**src/panel_pkg.sv**
```systemverilog
// Shared constants and types for the pushbutton panel register logic.
// Assumes a controller-side holding register bank that is reached word by word.
package panel_pkg;

	// ----------------------------------------
	// Sizes
	// ----------------------------------------
	localparam int unsigned NUM_BUTTONS = 24;
	localparam int unsigned REG_W       = 16;
	localparam int unsigned HIGH_W      = NUM_BUTTONS - REG_W;

	// ----------------------------------------
	// Bank word offsets from the first register
	// ----------------------------------------
	localparam logic [2:0] OFS_STATUS_LO  = 3'h0;
	localparam logic [2:0] OFS_STATUS_HI  = 3'h1;
	localparam logic [2:0] OFS_FLASH_LO   = 3'h2;
	localparam logic [2:0] OFS_FLASH_HI   = 3'h3;
	localparam logic [2:0] OFS_LAMP_LO    = 3'h4;
	localparam logic [2:0] OFS_LAMP_HI    = 3'h5;
	localparam logic [2:0] OFS_FORCE_LO   = 3'h6;
	localparam logic [2:0] OFS_FORCE_HI   = 3'h7;

	// ----------------------------------------
	// Command bits in the last word
	// ----------------------------------------
	localparam int unsigned FORCE_ALL_STATUS_CMD_BIT = 15;
	localparam int unsigned FORCE_ON_CMD_BIT         = 14;
	localparam int unsigned FORCE_CLEAR_CMD_BIT      = 13;
	localparam logic [REG_W-1:0] CMD_CLEAR_MASK      = 16'h1fff;

	// ----------------------------------------
	// Reset values
	// ----------------------------------------
	localparam logic [NUM_BUTTONS-1:0] BUTTONS_RST = 24'h000000;
	localparam logic [2:0]             CMD_RST     = 3'h0;

	// ----------------------------------------
	// Timing
	// ----------------------------------------
	localparam int unsigned CLK_PERIOD_NS = 4;
	localparam int unsigned MS_NS         = 1000000;
	localparam int unsigned MS_CYC        = MS_NS / CLK_PERIOD_NS;
	localparam int unsigned FLASH_ON_MS   = 500;
	localparam int unsigned FLASH_OFF_MS  = 250;
	localparam logic [9:0]  FLASH_ON_CNT  = 10'(FLASH_ON_MS);
	localparam logic [9:0]  FLASH_END_CNT = 10'(FLASH_ON_MS + FLASH_OFF_MS - 1);

	// ----------------------------------------
	// Types
	// ----------------------------------------
	typedef struct packed {
		logic             rd;
		logic             wr;
		logic [2:0]       addr;
		logic [REG_W-1:0] wdata;
	} bank_req_t;

	typedef enum logic [1:0] {
		ST_ACCESS,
		ST_APPLY,
		ST_WRITEBACK
	} poll_state_t;

endpackage

```
**src/pushbutton_panel_register_logic.sv**
```systemverilog
// Button state, lamp drive and register bank polling for a 24-button panel.
// Assumes debounced synchronous buttons and a one-cycle bank ack per request.
`timescale 1ns/1ns
// Contract
// - Status bit is 1 when button active
// - Button n sits on bit n-1
// - Separation mode lights lamps from bank bits
// - Separation only for momentary buttons
// - Normal mode lamp follows button status
// - Flash only when lamp is on
// - Flash half second lit, quarter dark
// - Force status sets alternate buttons, self-clears
// - Force on sets selected buttons, self-clears
// - Clear turns selected buttons off, self-clears
// - Unselected buttons keep state under on/clear
// - Forces touch alternate-action buttons only
// - Contiguous bank, status words first
// - Last word: high force data, commands
// - Alternate toggles per press, momentary held
module pushbutton_panel_register_logic
	import panel_pkg::*;
#(parameter int unsigned MS_CYCLES = MS_CYC) (
	input  wire logic                   clk_in,
	input  wire logic                   rst_b_in,
	input  wire logic [NUM_BUTTONS-1:0] button_pressed_in,
	input  wire logic [NUM_BUTTONS-1:0] alt_action_in,
	input  wire logic                   led_sep_mode_in,
	output bank_req_t                   bank_req_out,
	input  wire logic                   bank_ack_in,
	input  wire logic [REG_W-1:0]       bank_rdata_in,
	output logic      [NUM_BUTTONS-1:0] lamp_out,
	output logic      [NUM_BUTTONS-1:0] button_status_out
);
	localparam int unsigned MS_W = (MS_CYCLES > 1) ? $clog2(MS_CYCLES) : 1;
	// ----------------------------------------
	// Declarations
	// ----------------------------------------
	poll_state_t                state_q, state_d;
	logic [2:0]                 addr_q, addr_d;
	bank_req_t                  req_q, req_d;
	logic [NUM_BUTTONS-1:0]     flash_q, flash_d;
	logic [NUM_BUTTONS-1:0]     lamp_on_q, lamp_on_d;
	logic [NUM_BUTTONS-1:0]     force_q, force_d;
	logic [2:0]                 cmd_q, cmd_d;
	logic [REG_W-1:0]           last_word_q, last_word_d;
	logic [NUM_BUTTONS-1:0]     alt_q, alt_d;
	logic [NUM_BUTTONS-1:0]     prev_q, on_vec;
	logic [NUM_BUTTONS-1:0]     status_q, status_d;
	logic [NUM_BUTTONS-1:0]     lamp_q, lamp_d;
	logic [MS_W-1:0]            ms_cnt_q, ms_cnt_d;
	logic [9:0]                 flash_ms_q, flash_ms_d;
	logic                       ms_tick, lit, apply;
	// Apply cycle marker
	assign apply = (state_q == ST_APPLY);
	// ----------------------------------------
	// Polling sequence over the bank
	// ----------------------------------------
	// Next poll step, captured words and request
	always_comb begin
		state_d     = state_q;
		addr_d      = addr_q;
		flash_d     = flash_q;
		lamp_on_d   = lamp_on_q;
		force_d     = force_q;
		cmd_d       = cmd_q;
		last_word_d = last_word_q;
		case (state_q)
			ST_ACCESS: begin
				if (bank_ack_in) begin
					case (addr_q)
						OFS_FLASH_LO: flash_d[REG_W-1:0] = bank_rdata_in;
						OFS_FLASH_HI: flash_d[NUM_BUTTONS-1:REG_W] = bank_rdata_in[HIGH_W-1:0];
						OFS_LAMP_LO:  lamp_on_d[REG_W-1:0] = bank_rdata_in;
						OFS_LAMP_HI:  lamp_on_d[NUM_BUTTONS-1:REG_W] = bank_rdata_in[HIGH_W-1:0];
						OFS_FORCE_LO: force_d[REG_W-1:0] = bank_rdata_in;
						OFS_FORCE_HI: begin
							force_d[NUM_BUTTONS-1:REG_W] = bank_rdata_in[HIGH_W-1:0];
							cmd_d = {bank_rdata_in[FORCE_ALL_STATUS_CMD_BIT],
								bank_rdata_in[FORCE_ON_CMD_BIT],
								bank_rdata_in[FORCE_CLEAR_CMD_BIT]};
							last_word_d = bank_rdata_in;
						end
						default: ;
					endcase
					if (addr_q == OFS_FORCE_HI) begin
						state_d = ST_APPLY;
					end else begin
						addr_d = addr_q + 3'h1;
					end
				end
			end
			ST_APPLY: begin
				addr_d  = OFS_STATUS_LO;
				state_d = (cmd_q != CMD_RST) ? ST_WRITEBACK : ST_ACCESS;
			end
			ST_WRITEBACK: begin
				if (bank_ack_in) begin
					cmd_d   = CMD_RST;
					state_d = ST_ACCESS;
				end
			end
			default: state_d = ST_ACCESS;
		endcase
		// Request follows the next step
		req_d = '0;
		case (state_d)
			ST_ACCESS: begin
				req_d.addr = addr_d;
				if (addr_d == OFS_STATUS_LO) begin
					req_d.wr    = 1'b1;
					req_d.wdata = status_q[REG_W-1:0];
				end else if (addr_d == OFS_STATUS_HI) begin
					req_d.wr    = 1'b1;
					req_d.wdata = {{(REG_W-HIGH_W){1'b0}}, status_q[NUM_BUTTONS-1:REG_W]};
				end else begin
					req_d.rd = 1'b1;
				end
			end
			ST_WRITEBACK: begin
				req_d.wr    = 1'b1;
				req_d.addr  = OFS_FORCE_HI;
				req_d.wdata = last_word_d & CMD_CLEAR_MASK;
			end
			default: ;
		endcase
	end
	// Register poll state
	always_ff @(posedge clk_in or negedge rst_b_in) begin
		if (!rst_b_in) begin
			state_q     <= ST_ACCESS;
			addr_q      <= OFS_STATUS_LO;
			req_q       <= '0;
			flash_q     <= BUTTONS_RST;
			lamp_on_q   <= BUTTONS_RST;
			force_q     <= BUTTONS_RST;
			cmd_q       <= CMD_RST;
			last_word_q <= '0;
		end else begin
			state_q     <= state_d;
			addr_q      <= addr_d;
			req_q       <= req_d;
			flash_q     <= flash_d;
			lamp_on_q   <= lamp_on_d;
			force_q     <= force_d;
			cmd_q       <= cmd_d;
			last_word_q <= last_word_d;
		end
	end
	// Request straight from its register
	assign bank_req_out = req_q;
	// ----------------------------------------
	// Button state and lamps
	// ----------------------------------------
	for (genvar i = 0; i < NUM_BUTTONS; i++) begin : g_button
		// Toggle and force per button
		always_comb begin
			alt_d[i] = alt_q[i];
			if (button_pressed_in[i] && !prev_q[i]) begin
				alt_d[i] = ~alt_q[i];
			end
			if (apply) begin
				if (cmd_q[2]) begin
					alt_d[i] = force_q[i];
				end
				if (cmd_q[1] && force_q[i]) begin
					alt_d[i] = 1'b1;
				end
				if (cmd_q[0] && force_q[i]) begin
					alt_d[i] = 1'b0;
				end
			end
			if (!alt_action_in[i]) begin
				alt_d[i] = 1'b0;
			end
			status_d[i] = alt_action_in[i] ? alt_d[i] : button_pressed_in[i];
			on_vec[i] = (led_sep_mode_in && !alt_action_in[i]) ? lamp_on_q[i] : status_q[i];
			lamp_d[i] = on_vec[i] && (!flash_q[i] || lit);
		end
	end
	// Register button state
	always_ff @(posedge clk_in or negedge rst_b_in) begin
		if (!rst_b_in) begin
			alt_q    <= BUTTONS_RST;
			prev_q   <= BUTTONS_RST;
			status_q <= BUTTONS_RST;
			lamp_q   <= BUTTONS_RST;
		end else begin
			alt_q    <= alt_d;
			prev_q   <= button_pressed_in;
			status_q <= status_d;
			lamp_q   <= lamp_d;
		end
	end
	// Outputs from their registers
	assign button_status_out = status_q;
	assign lamp_out          = lamp_q;
	// ----------------------------------------
	// Flash timebase
	// ----------------------------------------
	// Millisecond tick and flash phase
	always_comb begin
		ms_tick    = (ms_cnt_q == MS_W'(MS_CYCLES - 1));
		ms_cnt_d   = ms_tick ? '0 : ms_cnt_q + MS_W'(1);
		flash_ms_d = flash_ms_q;
		if (ms_tick) begin
			flash_ms_d = (flash_ms_q == FLASH_END_CNT) ? 10'h000 : flash_ms_q + 10'h001;
		end
		lit = (flash_ms_q < FLASH_ON_CNT);
	end
	// Register timebase
	always_ff @(posedge clk_in or negedge rst_b_in) begin
		if (!rst_b_in) begin
			ms_cnt_q   <= '0;
			flash_ms_q <= 10'h000;
		end else begin
			ms_cnt_q   <= ms_cnt_d;
			flash_ms_q <= flash_ms_d;
		end
	end
endmodule

```
**config.mk**
```make
export PLATFORM = sky130hd
export DESIGN_NAME = pushbutton_panel_register_logic
export DESIGN_NICKNAME = d
export VERILOG_FILES = /design/src/panel_pkg.sv /design/src/pushbutton_panel_register_logic.sv
export SDC_FILE = /design/constraint.sdc
export NUM_CORES = 1
export LEC_CHECK = 0
export BUFFER_PORTS_ARGS = -buffer_cell sky130_fd_sc_hd__buf_2
export CAP_MARGIN = 20
export CORE_MARGIN = 4
export CORE_UTILIZATION = 62
export CTS_CLUSTER_SIZE = 8
export DETAILED_ROUTE_END_ITERATION = 12
export PLACE_DENSITY = 0.85
export SYNTH_ARGS = -nofsm -noshare
export SYNTH_HDL_FRONTEND = slang
export SYNTH_SLANG_ARGS = --single-unit
```
**constraint.sdc**
```tcl
create_clock -name clk_in -period 5.8 [get_ports clk_in]
set_clock_uncertainty 0.1 [all_clocks]
set_input_delay 0.58 -clock clk_in [delete_from_list [all_inputs] [get_ports clk_in]]
set_output_delay 0.58 -clock clk_in [all_outputs]
set_load 0.1 [all_outputs]
```
==> results of run 1 <==
[power by group through the flow]
stage                     logic [mW]  registers (mW)  clock network, mW
after global placement          2.09            2.43                  0
final                           2.16            2.44               1.72
after global routing            2.28            2.49               1.82
after CTS                       2.16            2.44               1.75
after floorplan                0.836            3.27                  0
after detailed placement        2.13            2.45                  0
[metrics by stage]
step,cells,setup slack [ps],area (sq um)
CTS,1179,2977,11980
global route,1183,2825,12010
floorplan,813,3707,10190
finish,1183,2885,12010
global placement,1142,2960,11080
detailed placement,1142,2897,11080
[flip-flops by register name, indices dropped and copies added, names as in the netlist, 21 cells and up]
signal	cells
alt_q	24
button_status_out	24
flash_q	24
force_q	24
lamp_on_q	24
lamp_out	24
prev_q	24
bank_req_out	21
[final cells by class]
| cell class | instances | area, sq um |
|---|---|---|
| tap | 216 | 270.3 |
| sequential | 238 | 5956 |
| timing repair buffer | 142 | 755.7 |
| fill | 1024 | 3988 |
| antenna | 3 | 7.507 |
| inverter | 11 | 41.29 |
| clock buffer | 36 | 889.6 |
| clock inverter | 1 | 8.758 |
| multi-input combinational | 536 | 4084 |
[cell usage in the layout (no fill, tap or decap), drive strengths merged, types with 5 or more instances in the layout]
master  instances
dfrtp         238
buf           142
mux2           87
nand2          81
mux2i          49
clkbuf         36
a21oi          34
xnor2          33
nor2b          29
nand2b         27
a22o           26
and2           25
nor2           19
nand3          13
o31ai          12
inv            12
nor3b          11
and3            9
ha              7
o21ai           7
nor4            6
xor2            5
a32o            5
[final timing paths]
path / endpoint / start / slack [ps] / cells past startpoint
worst max-delay path: bank_req_out[11]$_DFF_PN0_ / state_q[1]$_DFF_PN0_ / 2880 / 5
worst min-delay path: lamp_on_q[18]$_DFFE_PN0P_ / rst_b_in / 60 / 1
worst max register to register: bank_req_out[11]$_DFF_PN0_ / state_q[1]$_DFF_PN0_ / 2880 / 5
worst min register to register: lamp_out[17]$_DFF_PN0_ / flash_q[17]$_DFFE_PN0P_ / 340 / 1
max in group asynchronous: bank_req_out[10]$_DFF_PN0_ / rst_b_in / 4080 / 2
min in group clk_in: prev_q[17]$_DFF_PN0_ / button_pressed_in[17] / 120 / 1
[metal layers]
| layer | vias to the layer above | track usage [%] | routed length (um) | part of all wire, % |
|---|---|---|---|---|
| li1 | 3144 | - | - | - |
| met1 | 3454 | 34.92 | 10010 | 42 |
| met2 | 245 | 42.87 | 11730 | 49 |
| met3 | 54 | 5.848 | 1553 | 6.5 |
| met4 | 2 | 11.81 | 754 | 3.1 |
| met5 | - | 0 | 7 | 0.029 |
[worst max-delay path: cells and delay by family, from the launching register on]
kind	cells	cell delay, ps
AND/OR/NAND/NOR	3	1530
flip-flops	1	530
buffers and inverters	1	380
AO/OA/AOI/OAI	1	270
[cells by family after synthesis]
logic type               synth area share [%]
AND/OR/NAND/NOR                         13.68
buffers and inverters                   1.669
adder cells (fa/ha/maj)                0.8591
XOR/XNOR                                3.265
AO/OA/AOI/OAI                           7.683
multiplexers                            14.42
flip-flops                              58.42
==> impl.org, run 1 <==
** Outcome
- The run finished with clean final reports.

** Drt
- In the routed layout, each cell is associated on average with a via count of 5.832.
- The final route contains 6899 vias.
- For this run, the detailed router's first-pass iteration total came to 5.
- After detailed routing, the average wire length per cell comes to 20.33 um.
- Detailed Route Iter0 Violations :: 470
- WL final :: 24050 um
- The detail route stage leaves a number of antenna-violating nets equal to 0.
- Residual DRC count :: 0

** GRT
- Number of global-route vias before repair :: 7303
- The number of antenna violations at the first check in global routing was 4.
- Entering global routing, the biggest net connects 140 pins.
- Final global-route overflow total :: 0
- Total routing resource utilization after global routing :: 26.58%
- The first global-routing pass estimated 38110 um of wire.

** Synthesis
- Most used standard cells in the synthesized netlist :: 238 x dfrtp_1, 86 x mux2_2, 81 x nand2_1
- During synthesis, Yosys emitted a total of 0 warnings.
- Area fraction of the dominant cell type after synthesis :: 58.42%
- After synthesis, the cell types taking the most area are dfrtp_1 58%, mux2_2 9.5%, mux2i_1 4.8%.
- After synthesis the cells add up to 10190 sq um.
- Count of distinct cell types in the synthesized netlist :: 57
- Counting flops with an async set or reset pin after synthesis yields a share of 100.0%.
- Number of enable flip-flop cells after synthesis :: 0
- Mean area per synthesized cell :: 12.54 sq um
- Summing the sequential cell areas from Yosys gives 58.42% of the chip area.
- The synthesized design contains 238 register bits.
- Yosys top cell by area :: dfrtp_1
- Counting every instance in the synthesized netlist gives 813.
- Primary FF master, synth :: dfrtp_1
- Total nets after synthesis :: 888
- In the post-synthesis netlist, the cell with the most instances is dfrtp_1.

** Floorplanning
- The die is 136.2 um wide.
- The initialized floorplan defines 46 standard-cell rows.
- Die Footprint :: 18560 sq um
- The die is 136.2 um tall.
- Effective utilization at floorplan :: 63.72%
- The region available for standard cell placement spans 16000 sq um.
- In this run the count of I/O pins placed on the die edge is 137.

** Clocking
- CTS sink cnt :: 238
- Total of hold buffers inserted after clock tree synthesis :: 0
- Clock input transition at the sequential cells of the worst setup and hold paths :: 50 ps
- The longest clock path from root to sink contains 3 buffers.
- The number of setup buffers added after CTS is 0.
- Clock latency at the later pin of the worst-skew pair :: 490 ps
- TritonCTS built the clock tree.
- The H-tree generated during clock tree synthesis spans 2 levels.
- CTS Root Cell :: clkbuf_16
- Clock tree synthesis inserted a total of 35 buffers.
- After clock tree synthesis, the repair step resized 0 gates.

** Run
- Max-cap violations :: 0

** Power
- Pwr per Cell Area :: 526.9 nW/um^2
- Overall power of the completed layout :: 6.329 mW
- Sw Share :: 39.33%
- Summed over all cells, the static leakage comes to 5.699 nW.
- The share of total power dissipated in the clock network is 27.3%.
- IR analysis of the VDD net gives a maximum drop of 0.3946 mV.
- Cell internal power dissipation :: 3.840 mW
- Total net switching power :: 2.489 mW
- Combinational logic burns 34.2% of the power.
- Sequential cell fraction of total power :: 38.6%

** Timing
- At the pin with the least slew margin, the transition time is 1084 ps.
- Number of slew-limit violations in the final report :: 0
- Final Hold Fails :: 0
- Adding up every negative setup slack in the final design gives 0 ps.
- Unrepaired setup endpoints after global routing :: no
- Fmax :: 343.0 MHz
- The worst path needs 2915 ps of the cycle, external delays included.
- Setup Viol. Count Final :: 0
- Final period utilization :: 50.26%
- On the final layout, the worst hold slack is 59.59 ps.
- In this run the tightest slew margin relative to its limit is 27.73%.

** Layout
- At the end of the flow, the number of nets in the layout was 1039.
- Cells fill 75.08% of the core in the end.
- Share of layout cells above drive strength 1 :: 29.36%
- The area growth from synthesis to layout is 17.83%.

** Critical path
- Crit. End Element :: register
- Of all nets on the critical path, the largest fanout is 24.
- Cell type of the slowest stage on the worst timing path :: nand2_1
- At the worst endpoint, the arrival time is 3220 ps.
- Chain of cells forming the critical path :: and4bb_1 > nand2_1 > inv_2 > nor4b_4 > a32o_1
- Delay of the slowest critical-path stage :: 640 ps
- The setup path with the least slack is of type register to register.
- Type of element launching the critical path :: register
- For the worst setup path, the data required time is 6110 ps.

** Place
- The congestion estimate from routability-driven global placement came to 0.9241.
- Port Buffer Count :: 136
- Detail Placement HPWL :: 15340 um

** Hold path
- Type of the most critical hold path :: input port to async pin
Note: power is estimated with default switching activity, not from simulation.
==> inputs of run 2 (changes only) <==
--- a/config.mk
+++ b/config.mk
@@ -5,13 +5,14 @@
 export SDC_FILE = /design/constraint.sdc
 export NUM_CORES = 1
 export LEC_CHECK = 0
+export ABC_AREA = 1
 export BUFFER_PORTS_ARGS = -buffer_cell sky130_fd_sc_hd__buf_2
 export CAP_MARGIN = 20
 export CORE_MARGIN = 4
-export CORE_UTILIZATION = 62
+export CORE_UTILIZATION = 52
 export CTS_CLUSTER_SIZE = 8
 export DETAILED_ROUTE_END_ITERATION = 12
-export PLACE_DENSITY = 0.85
+export PLACE_DENSITY = 0.76
 export SYNTH_ARGS = -nofsm -noshare
 export SYNTH_HDL_FRONTEND = slang
 export SYNTH_SLANG_ARGS = --single-unit
==> constraint.sdc (replaced) <==
create_clock -name clk_in -period 2.44 [get_ports clk_in]
set_clock_uncertainty 0.1 [all_clocks]
set_input_delay 0.244 -clock clk_in [delete_from_list [all_inputs] [get_ports clk_in]]
set_output_delay 0.244 -clock clk_in [all_outputs]
set_load 0.1 [all_outputs]
==> run 2 against run 1 <==
Compared with the run above:
- design area grew 9.7%
- via count is 35% higher
- flip-flop and latch count stayed put
- register-to-register slack got worse by 2600 ps
- die area grew 23%
- final cell count up 46%
- global-route usage decreased by 0.12 points
- clock power rose by 140%
- hold slack improved by 35 ps
- critical endpoint is now bank_req_out[4]$_DFF_PN0_
- largest power group is now combinational logic
- highest routed layer is now met4
==> impl.org, run 2 <==
** Floorplanning
- The top-level port count came to 137 (unchanged).
- Die W :: 150.9 um (+11%)
- Area of the core region :: 19780 sq um (+24%)
- The number of placement rows was 51 (+11%).
- Overall die height :: 150.9 um (+11%)
- Effective utilization at floorplan :: 53.64% (-10 points)
- The die area is 22760 sq um (+23%).

** Synthesis
- Adder-Cell Fraction of Synth Area :: 0.8254% (-0.034 points)
- The distinct cell type count of the synthesized netlist was 35 (-39%).
- Most used standard cells in the synthesized netlist :: 381 x nand2_1, 238 x dfrtp_1, 146 x inv_1
- After synthesis, the largest family of logic cells by area is simple AND/OR/NAND/NOR gates.
- The flip-flop and latch count after synthesis came to 238 (unchanged).
- In the synthesized netlist the dominant register cell turns out to be dfrtp_1.
- The cell area after technology mapping was 10610 sq um (+4.1%).
- Simple-gate area share of the yosys netlist :: 23.58% (+9.9 points)
- The post-synthesis xor/xnor area fraction came to 0.8254% (-2.4 points).
- Top-count cell post-synth :: nand2_1
- Synth warn :: 0 (unchanged)
- Sequential fraction of the synthesis area :: 56.13% (-2.3 points)
- The share of Yosys cell area claimed by the top area cell type was 56.13% (-2.3 points).
- Gate count of the mapped netlist :: 1239 (+52%)
- The synthesized design spends more area on one cell type than any other, namely dfrtp_1.
- Total nets after synthesis :: 1314 (+48%)
- By area the synthesized netlist is led by dfrtp_1 56%, nand2_1 13%, nand3_1 6.2%.
- Share of flip-flops with an asynchronous set or reset after synthesis :: 100.0% (unchanged)
- The average size of a mapped cell came to 8.565 sq um (-32%).
- The number of enable-type register cells in the synthesized netlist is 0 (unchanged).
- Compound-cell area share of the yosys netlist :: 11.08% (+3.4 points)
- The multiplexer share of the synthesized area was 0% (-14 points).

** Timing
- Fmax :: 467.7 MHz (+36%)
- Final setup TNS :: 0 ps (unchanged)
- The worst-case headroom to the max-slew limit is 49.32% (+22 points).
- Number of slew-limit violations in the final report :: 0 (unchanged)
- The final-report hold violation count was 0 (unchanged).
- The final clock period utilization by the worst path is 87.64% (+37 points).
- Slew at the pin with the worst max-slew slack :: 760.1 ps (-323.9 ps)
- Setup repair after global routing left no endpoint under its margin.
- Post-route minimum period :: 2138 ps (-776.9 ps)
- The count of endpoints failing setup in the final report is 0 (unchanged).

** Clocking
- CTS Root Cell :: clkbuf_16
- Level count of the clock H-tree :: 2 (unchanged)
- The TritonCTS buffer count was 35 (unchanged).
- The quantity of gates resized following cts came to 0 (unchanged).
- Maximum buffer depth of the clock tree :: 3 (unchanged)
- The clock insertion delay at the later pin of the skew report came to 500 ps (about the same).
- TritonCTS built the clock tree.
- The register clock-pin slew on the reported worst setup and hold paths is 50 ps (about the same).
- The number of clock sinks seen by CTS is 238 (unchanged).

** Drt
- 1st-pass router iterations :: 5 (unchanged)
- WL final :: 28960 um (+20%)
- The final routed DRC violation total is 0 (unchanged).
- The via density per instance is 5.401 (-7.4%).
- The routed wire length per instance is 16.80 um (-17%).
- Detailed Route Iter0 Violations :: 633 (+35%)
- Final antenna-violating net count :: 0 (unchanged)
- The routed via count is 9312 (+35%).

** Critical path
- Largest fanout of any net on the critical path :: 11 (-54%)
- Crit. End Element :: register
- The critical path is of the register to register type.
- Data required time of the critical path :: 2780 ps (-3330 ps)
- Type of element launching the critical path :: register
- The worst path arrival time is 2480 ps (-740 ps).

** Layout
- The cell area after layout was 13180 sq um (+9.7%).
- The fraction of layout instances using a drive strength above 1 is 15.28% (-14 points).
- Most common library cell in the layout ignoring fill and taps :: nand2_1
- The top cell types in the final layout, fill and taps aside, are 381 x nand2_1, 238 x dfrtp_1, 146 x inv_1, 135 x buf_2, 132 x nand3_1.
- The post-layout net count came to 1531 (+47%).
- The number of filler cells placed in the layout is 1580 (+54%).
- From synthesis to final layout, the design area changed by 24.18%.
- Post-Route Utilization :: 66.62% (-8.5 points)
- The antenna diode instance count is 0 (-3).
- Non-filler instance count after layout :: 1724 (+46%)

** GRT
- The number of antenna violations at the first check in global routing was 0 (-4).
- Total routing resource utilization after global routing :: 26.46% (-0.12 points)
- The aggregate global routing overflow was 0 (unchanged).
- The first-pass GRT wire length came to 47780 um (+25%).
- The via count of the first global-routing pass is 9531 (+31%).
- Maximum number of pins on one net before global-route repair :: 76 (-46%)

** Place
- Cell count after placement :: 1619 (+42%)
- Final weighted congestion in routability-driven placement :: 0.8953 (-3.1%)
- The standard cell area after detailed placement was 11620 sq um (+4.9%).
- The HPWL after detailed placement came to 18990 um (+24%).
- The number of buffers inserted by port buffering came to 136 (unchanged).

** Run
- The count of maximum capacitance violations was 0 (unchanged).

** Outcome
- Outcome :: finished, final reports clean

** Hold path
- The worst hold path belongs to the class input port to register.

** Power
- Worst IR Drop VDD :: 1.001 mV (+150%)
- The leakage power figure was 7.193 nW (+26%).
- The total power per unit cell area came to 1251 nW/um^2 (+140%).
-- run 2: changes by cell type after synthesis, sizes merged, moves of 24 or more --
| cell | before | now |
|---|---|---|
| nand2 | 81 | 383 |
| inv | 11 | 151 |
| nand3 | 13 | 134 |
| o21ai | 7 | 116 |
| mux2 | 87 | 0 |
| mux2i | 49 | 0 |
| xnor2 | 33 | 1 |
| nor2b | 29 | 0 |
| nand2b | 27 | 0 |
| a22o | 26 | 0 |
| and2 | 25 | 0 |
| a22oi | 0 | 24 |
-- run 2: area by class of cell --
class                           count  area [sq um]  area share (%)
Sequential cell                   238          5956           45.20
Multi-Input combinational cell    806          3854           29.24
Timing Repair Buffer              223          1556           11.81
Clock buffer                       37         883.3           6.703
Inverter                          152         570.5           4.330
Tap cell                          265         331.6           2.516
Clock inverter                      3         26.28          0.1994
-- run 2: power by group --
| part | switching [mW] | internal (mW) |
|---|---|---|
| Clock | 1.60 | 2.54 |
| Combinational | 4.92 | 1.50 |
| Sequential | 0.795 | 5.13 |
-- run 2: cells by family after synthesis --
group / Yosys count
compound gates: 202
simple gates: 587
flops: 238
fa+ha+maj: 7
xor+xnor: 10
buf+inv: 195
-- run 2: critical path, stage by stage (launching register included) --
cell,delay [ps]
dfrtp_1,410
ha_1,250
nand2_1,140
nand3_1,120
nand2_1,80
nand3_1,330
inv_2,310
nand3_1,120
nand2_1,110
nand2_1,50
nand2_1,60
-- run 2: worst paths after layout --
path / cells past startpoint / end / slack, ps / startpoint
max: 10 / bank_req_out[4]$_DFF_PN0_ / 300 / addr_q[0]$_DFF_PN0_
min: 3 / addr_q[2]$_DFF_PN0_ / 90 / bank_ack_in
max reg2reg: 10 / bank_req_out[4]$_DFF_PN0_ / 300 / addr_q[0]$_DFF_PN0_
min reg2reg: 1 / lamp_out[3]$_DFF_PN0_ / 350 / flash_q[3]$_DFFE_PN0P_
max in group asynchronous: 3 / prev_q[8]$_DFF_PN0_ / 1360 / rst_b_in
min in group asynchronous: 2 / lamp_out[19]$_DFF_PN0_ / 160 / rst_b_in
-- run 2: layer usage --
metal	GRT usage, %	vias to the layer above	share of wire, %
met1	34.23	4385	41
met3	5.416	80	7.0
li1	-	4440	-
met4	9.429	0	3.2
met5	0	-	0
met2	44.52	407	49
-- run 2: metrics by stage --
stage	hold slack (ps)	worst slack, ps	power (mW)
final	94.28	301.7	16.48
after global routing	95.13	81.48	17.39
after floorplan	-151.6	762.0	10.66
after CTS	73.97	353.6	16.50
after detailed placement	77.02	399.2	12.17
after global placement	74.42	480.9	12.01
-- run 2: repair_timing --
item | 4_1_cts | 5_1_grt
setup buffers | 0 | 0
endpoints found under the hold margin | 292 | 0
hold buffers | 65 | 0
==> inputs of run 3 (changes only) <==
--- a/config.mk
+++ b/config.mk
@@ -9,10 +9,11 @@
 export BUFFER_PORTS_ARGS = -buffer_cell sky130_fd_sc_hd__buf_2
 export CAP_MARGIN = 20
 export CORE_MARGIN = 4
-export CORE_UTILIZATION = 52
+export CORE_UTILIZATION = 58
 export CTS_CLUSTER_SIZE = 8
 export DETAILED_ROUTE_END_ITERATION = 12
-export PLACE_DENSITY = 0.76
+export PLACE_DENSITY = 0.8
 export SYNTH_ARGS = -nofsm -noshare
 export SYNTH_HDL_FRONTEND = slang
 export SYNTH_SLANG_ARGS = --single-unit
+export TNS_END_PERCENT = 50
==> constraint.sdc (replaced) <==
create_clock -name clk_in -period 2.25 [get_ports clk_in]
set_clock_uncertainty 0.1 [all_clocks]
set_input_delay 0.225 -clock clk_in [delete_from_list [all_inputs] [get_ports clk_in]]
set_output_delay 0.225 -clock clk_in [all_outputs]
set_load 0.01 [all_outputs]
==> run 3 against run 2 <==
Compared with the run above:
- sequential share of layout area hardly changed
- flip-flop and latch count is the same
- count of clock-buffer cells in the layout grew 1
- hold slack lost 30 ps
- fmax rose by 7.4%
- wire length grew 1.3%
- critical path depth fell by 2
- global-route usage up 3.0 points
- register-to-register slack got worse by 40 ps
- critical endpoint is now bank_req_out[13]$_DFF_PN0_
- highest routed layer unchanged
==> impl.org, run 3 (synthesized netlist as in run 2, its figures left out) <==
** Outcome
- Outcome :: finished, final reports clean

** Critical path
- Startpoint of the worst setup timing path :: addr_q[0]$_DFF_PN0_
- R2R Path Start :: addr_q[0]$_DFF_PN0_
- Length in cells of the worst reg-to-reg path :: 8 (-2)
- The highest fanout seen on the critical path is 18 (+7).
- WP data arrival :: 2310 ps (-170 ps)
- Kind of critical path :: register to register
- Register-to-register path setup slack :: 260 ps (-40 ps)
- Crit. End Element :: register
- Reg2Reg Capture Point :: bank_req_out[13]$_DFF_PN0_
- Data required time of the critical path :: 2570 ps (-210 ps)
- The worst setup path is launched from a register.

** Layout
- The storage element area was 5956 sq um (unchanged).
- Multi-input gate area :: 3859 sq um (+0.13%)
- The antenna diode instance count came to 0 (unchanged).
- The fraction of layout instances using a drive strength above 1 is 15.55% (+0.26 points).
- Highest-count cells in the layout ignoring fill and taps :: 381 x nand2_1, 238 x dfrtp_1, 146 x inv_1, 135 x buf_2, 131 x nand3_1
- Most common library cell in the layout ignoring fill and taps :: nand2_1
- Final Net Count :: 1534 (+0.20%)
- The cell area after layout came to 13170 sq um (about the same).
- The number of filler cells placed in the layout was 1314 (-17%).
- Post-Route Utilization :: 73.29% (+6.7 points)
- The synthesis-to-layout area growth is 24.07% (about the same).

** Drt
- The routed wire length per instance is 17.37 um (+3.4%).
- Highest layer used for signal routing :: met4
- The detailed-router iteration count before antenna repair was 5 (unchanged).
- The detailed route wirelength on metal3 is 2261 um (+11%).
- The detailed-route wire length was 29330 um (+1.3%).
- The DRC violation total after the first TritonRoute iteration came to 891 (+41%).
- The post-route antenna net violation count was 0 (unchanged).
- Routed metal-1 wirelength :: 11660 um (-0.69%)
- Detailed route wirelength on metal2 :: 13940 um (-2.1%)
- Total vias in the final route :: 9455 (+1.5%)
- The via density per instance came to 5.598 (+3.6%).
- Residual DRC count :: 0 (unchanged)

** Floorplanning
- Die Footprint :: 20520 sq um (-9.8%)
- The floorplan die width came to 143.3 um (-5.0%).
- Area of the core region :: 17960 sq um (-9.2%)
- The initial standard-cell utilization of the core is 59.07% (+5.4 points).
- The number of placement rows was 49 (-3.9%).
- Overall die height :: 143.3 um (-5.0%)
- The top-level port count is 137 (unchanged).

** Timing
- The final-layout setup total negative slack was 0 ps (unchanged).
- The final-report hold violation count came to 0 (unchanged).
- Worst relative slew slack :: 64.78% (+15 points)
- The maximum achievable frequency came to 502.5 MHz (+7.4%).
- The count of endpoints failing setup in the final report is 0 (unchanged).
- Slew at the pin with the worst max-slew slack :: 528.3 ps (-231.8 ps)
- Post-route minimum period :: 1990 ps (-148.2 ps)
- The final clock period utilization by the worst path was 88.45% (+0.81 points).
- Unrepaired setup endpoints after global routing :: no
- Number of slew-limit violations in the final report :: 0 (unchanged)
- The smallest hold slack came to 63.80 ps (-30.48 ps).

** GRT
- The number of antenna violations at the first check in global routing was 0 (unchanged).
- The first-pass GRT wire length was 47500 um (-0.58%).
- Final global-route overflow total :: 0 (unchanged)
- The largest net degree at the start of global routing came to 81 (+6.6%).
- The via count of the first global-routing pass came to 9672 (+1.5%).
- The combined global-route utilization of all metal layers was 29.45% (+3.0 points).

** Place
- Final weighted congestion in routability-driven placement :: 0.9664 (+7.9%)
- Port Buffer Count :: 136 (unchanged)
- The HPWL after detailed placement was 18840 um (-0.76%).
- Standard cell area after detailed placement :: 11570 sq um (-0.41%)

** Clocking
- The tree is rooted in a clkbuf_16.
- Maximum buffer depth of the clock tree :: 3 (unchanged)
- TritonCTS Buffers :: 35 (unchanged)
- The CTS H-tree depth came to 2 (unchanged).
- The clock insertion delay at the later pin of the skew report was 500 ps (about the same).
- The register clock-pin slew on the reported worst setup and hold paths came to 50 ps (about the same).
- CTS sink cnt :: 238 (unchanged)
- Clock tree from TritonCTS :: yes

** Run
- Max-cap violations :: 0 (unchanged)

** Hold path
- The cell depth of the worst min-delay path is 3 (unchanged).
- The startpoint identified for the worst hold timing path is bank_ack_in.
- The tightest min-delay check is of the input port to register type.
- The worst hold path terminates at addr_q[2]$_DFF_PN0_.

** Power
- The worst ir drop on vdd was 0.8155 mV (-19%).
- Overall power of the completed layout :: 15.70 mW (-4.8%)
- The leakage power figure is 7.217 nW (+0.35%).
- Pwr per Cell Area :: 1192 nW/um^2 (-4.7%)
run 3: cell count changes in the layout (fill, tap and decap cells not counted):
cell       delta
buf_4         +5
inv_6         -3
buf_12        -2
clkbuf_1      -2
clkbuf_16     +2
clkbuf_8      +1
nand3_1       -1
nand3_2       +1
run 3: timing repair:
action                     CTS  global route
resized for setup            0             1
setup endpoints to repair    0             7
hold buffers                65             0
buffers inserted             0             0
hold endpoints to repair   335             0
run 3: routing by layer:
layer  up-vias  GRT usage [%]
met5         -              0
met4         0          15.66
met3       119          5.124
met2       440          47.63
met1      4477          38.26
li1       4419              -
run 3: per-stage QoR:
step | setup slack (ps) | cells
6_report | 259.9 | 1689
5_1_grt | 121.9 | 1689
4_1_cts | 136.8 | 1689
3_5_place_dp | 179.9 | 1586
3_3_place_gp | 306.9 | 1586
2_1_floorplan | 612.9 | 1239
run 3: final cells by class:
class                   count  share of cell area (%)
inverters                 152                   4.334
multi-input cells         806                   29.31
clock buffers              38                   7.137
flip-flops and latches    238                   45.24
well taps                 229                   2.176
repair buffers            226                   11.80
run 3: how the worst max path moves through the flow:
stage	to	slack, ps
after global placement	bank_req_out[4]$_DFF_PN0_	310
after CTS	bank_req_out[7]$_DFF_PN0_	140
after detailed placement	bank_req_out[7]$_DFF_PN0_	180
after floorplan	bank_req_out[1]$_DFF_PN0_	610
after global routing	bank_req_out[10]$_DFF_PN0_	120
final	bank_req_out[13]$_DFF_PN0_	260
run 3: where the power goes:
group / leakage (nW) / total [mW] / internal (mW) / switching [mW]
clock network: 0.463 / 4.61 / 2.89 / 1.72
logic: 3.74 / 4.71 / 1.63 / 3.08
registers: 3.01 / 6.37 / 5.56 / 0.806
run 3: critical path, stage by stage (launching register included):
cell	delay, ps
dfrtp_1	410
ha_1	260
nand2_1	150
nand3_1	110
nand2_1	100
nand2_2	110
nor2_8	240
nand2_2	220
nor2_1	190
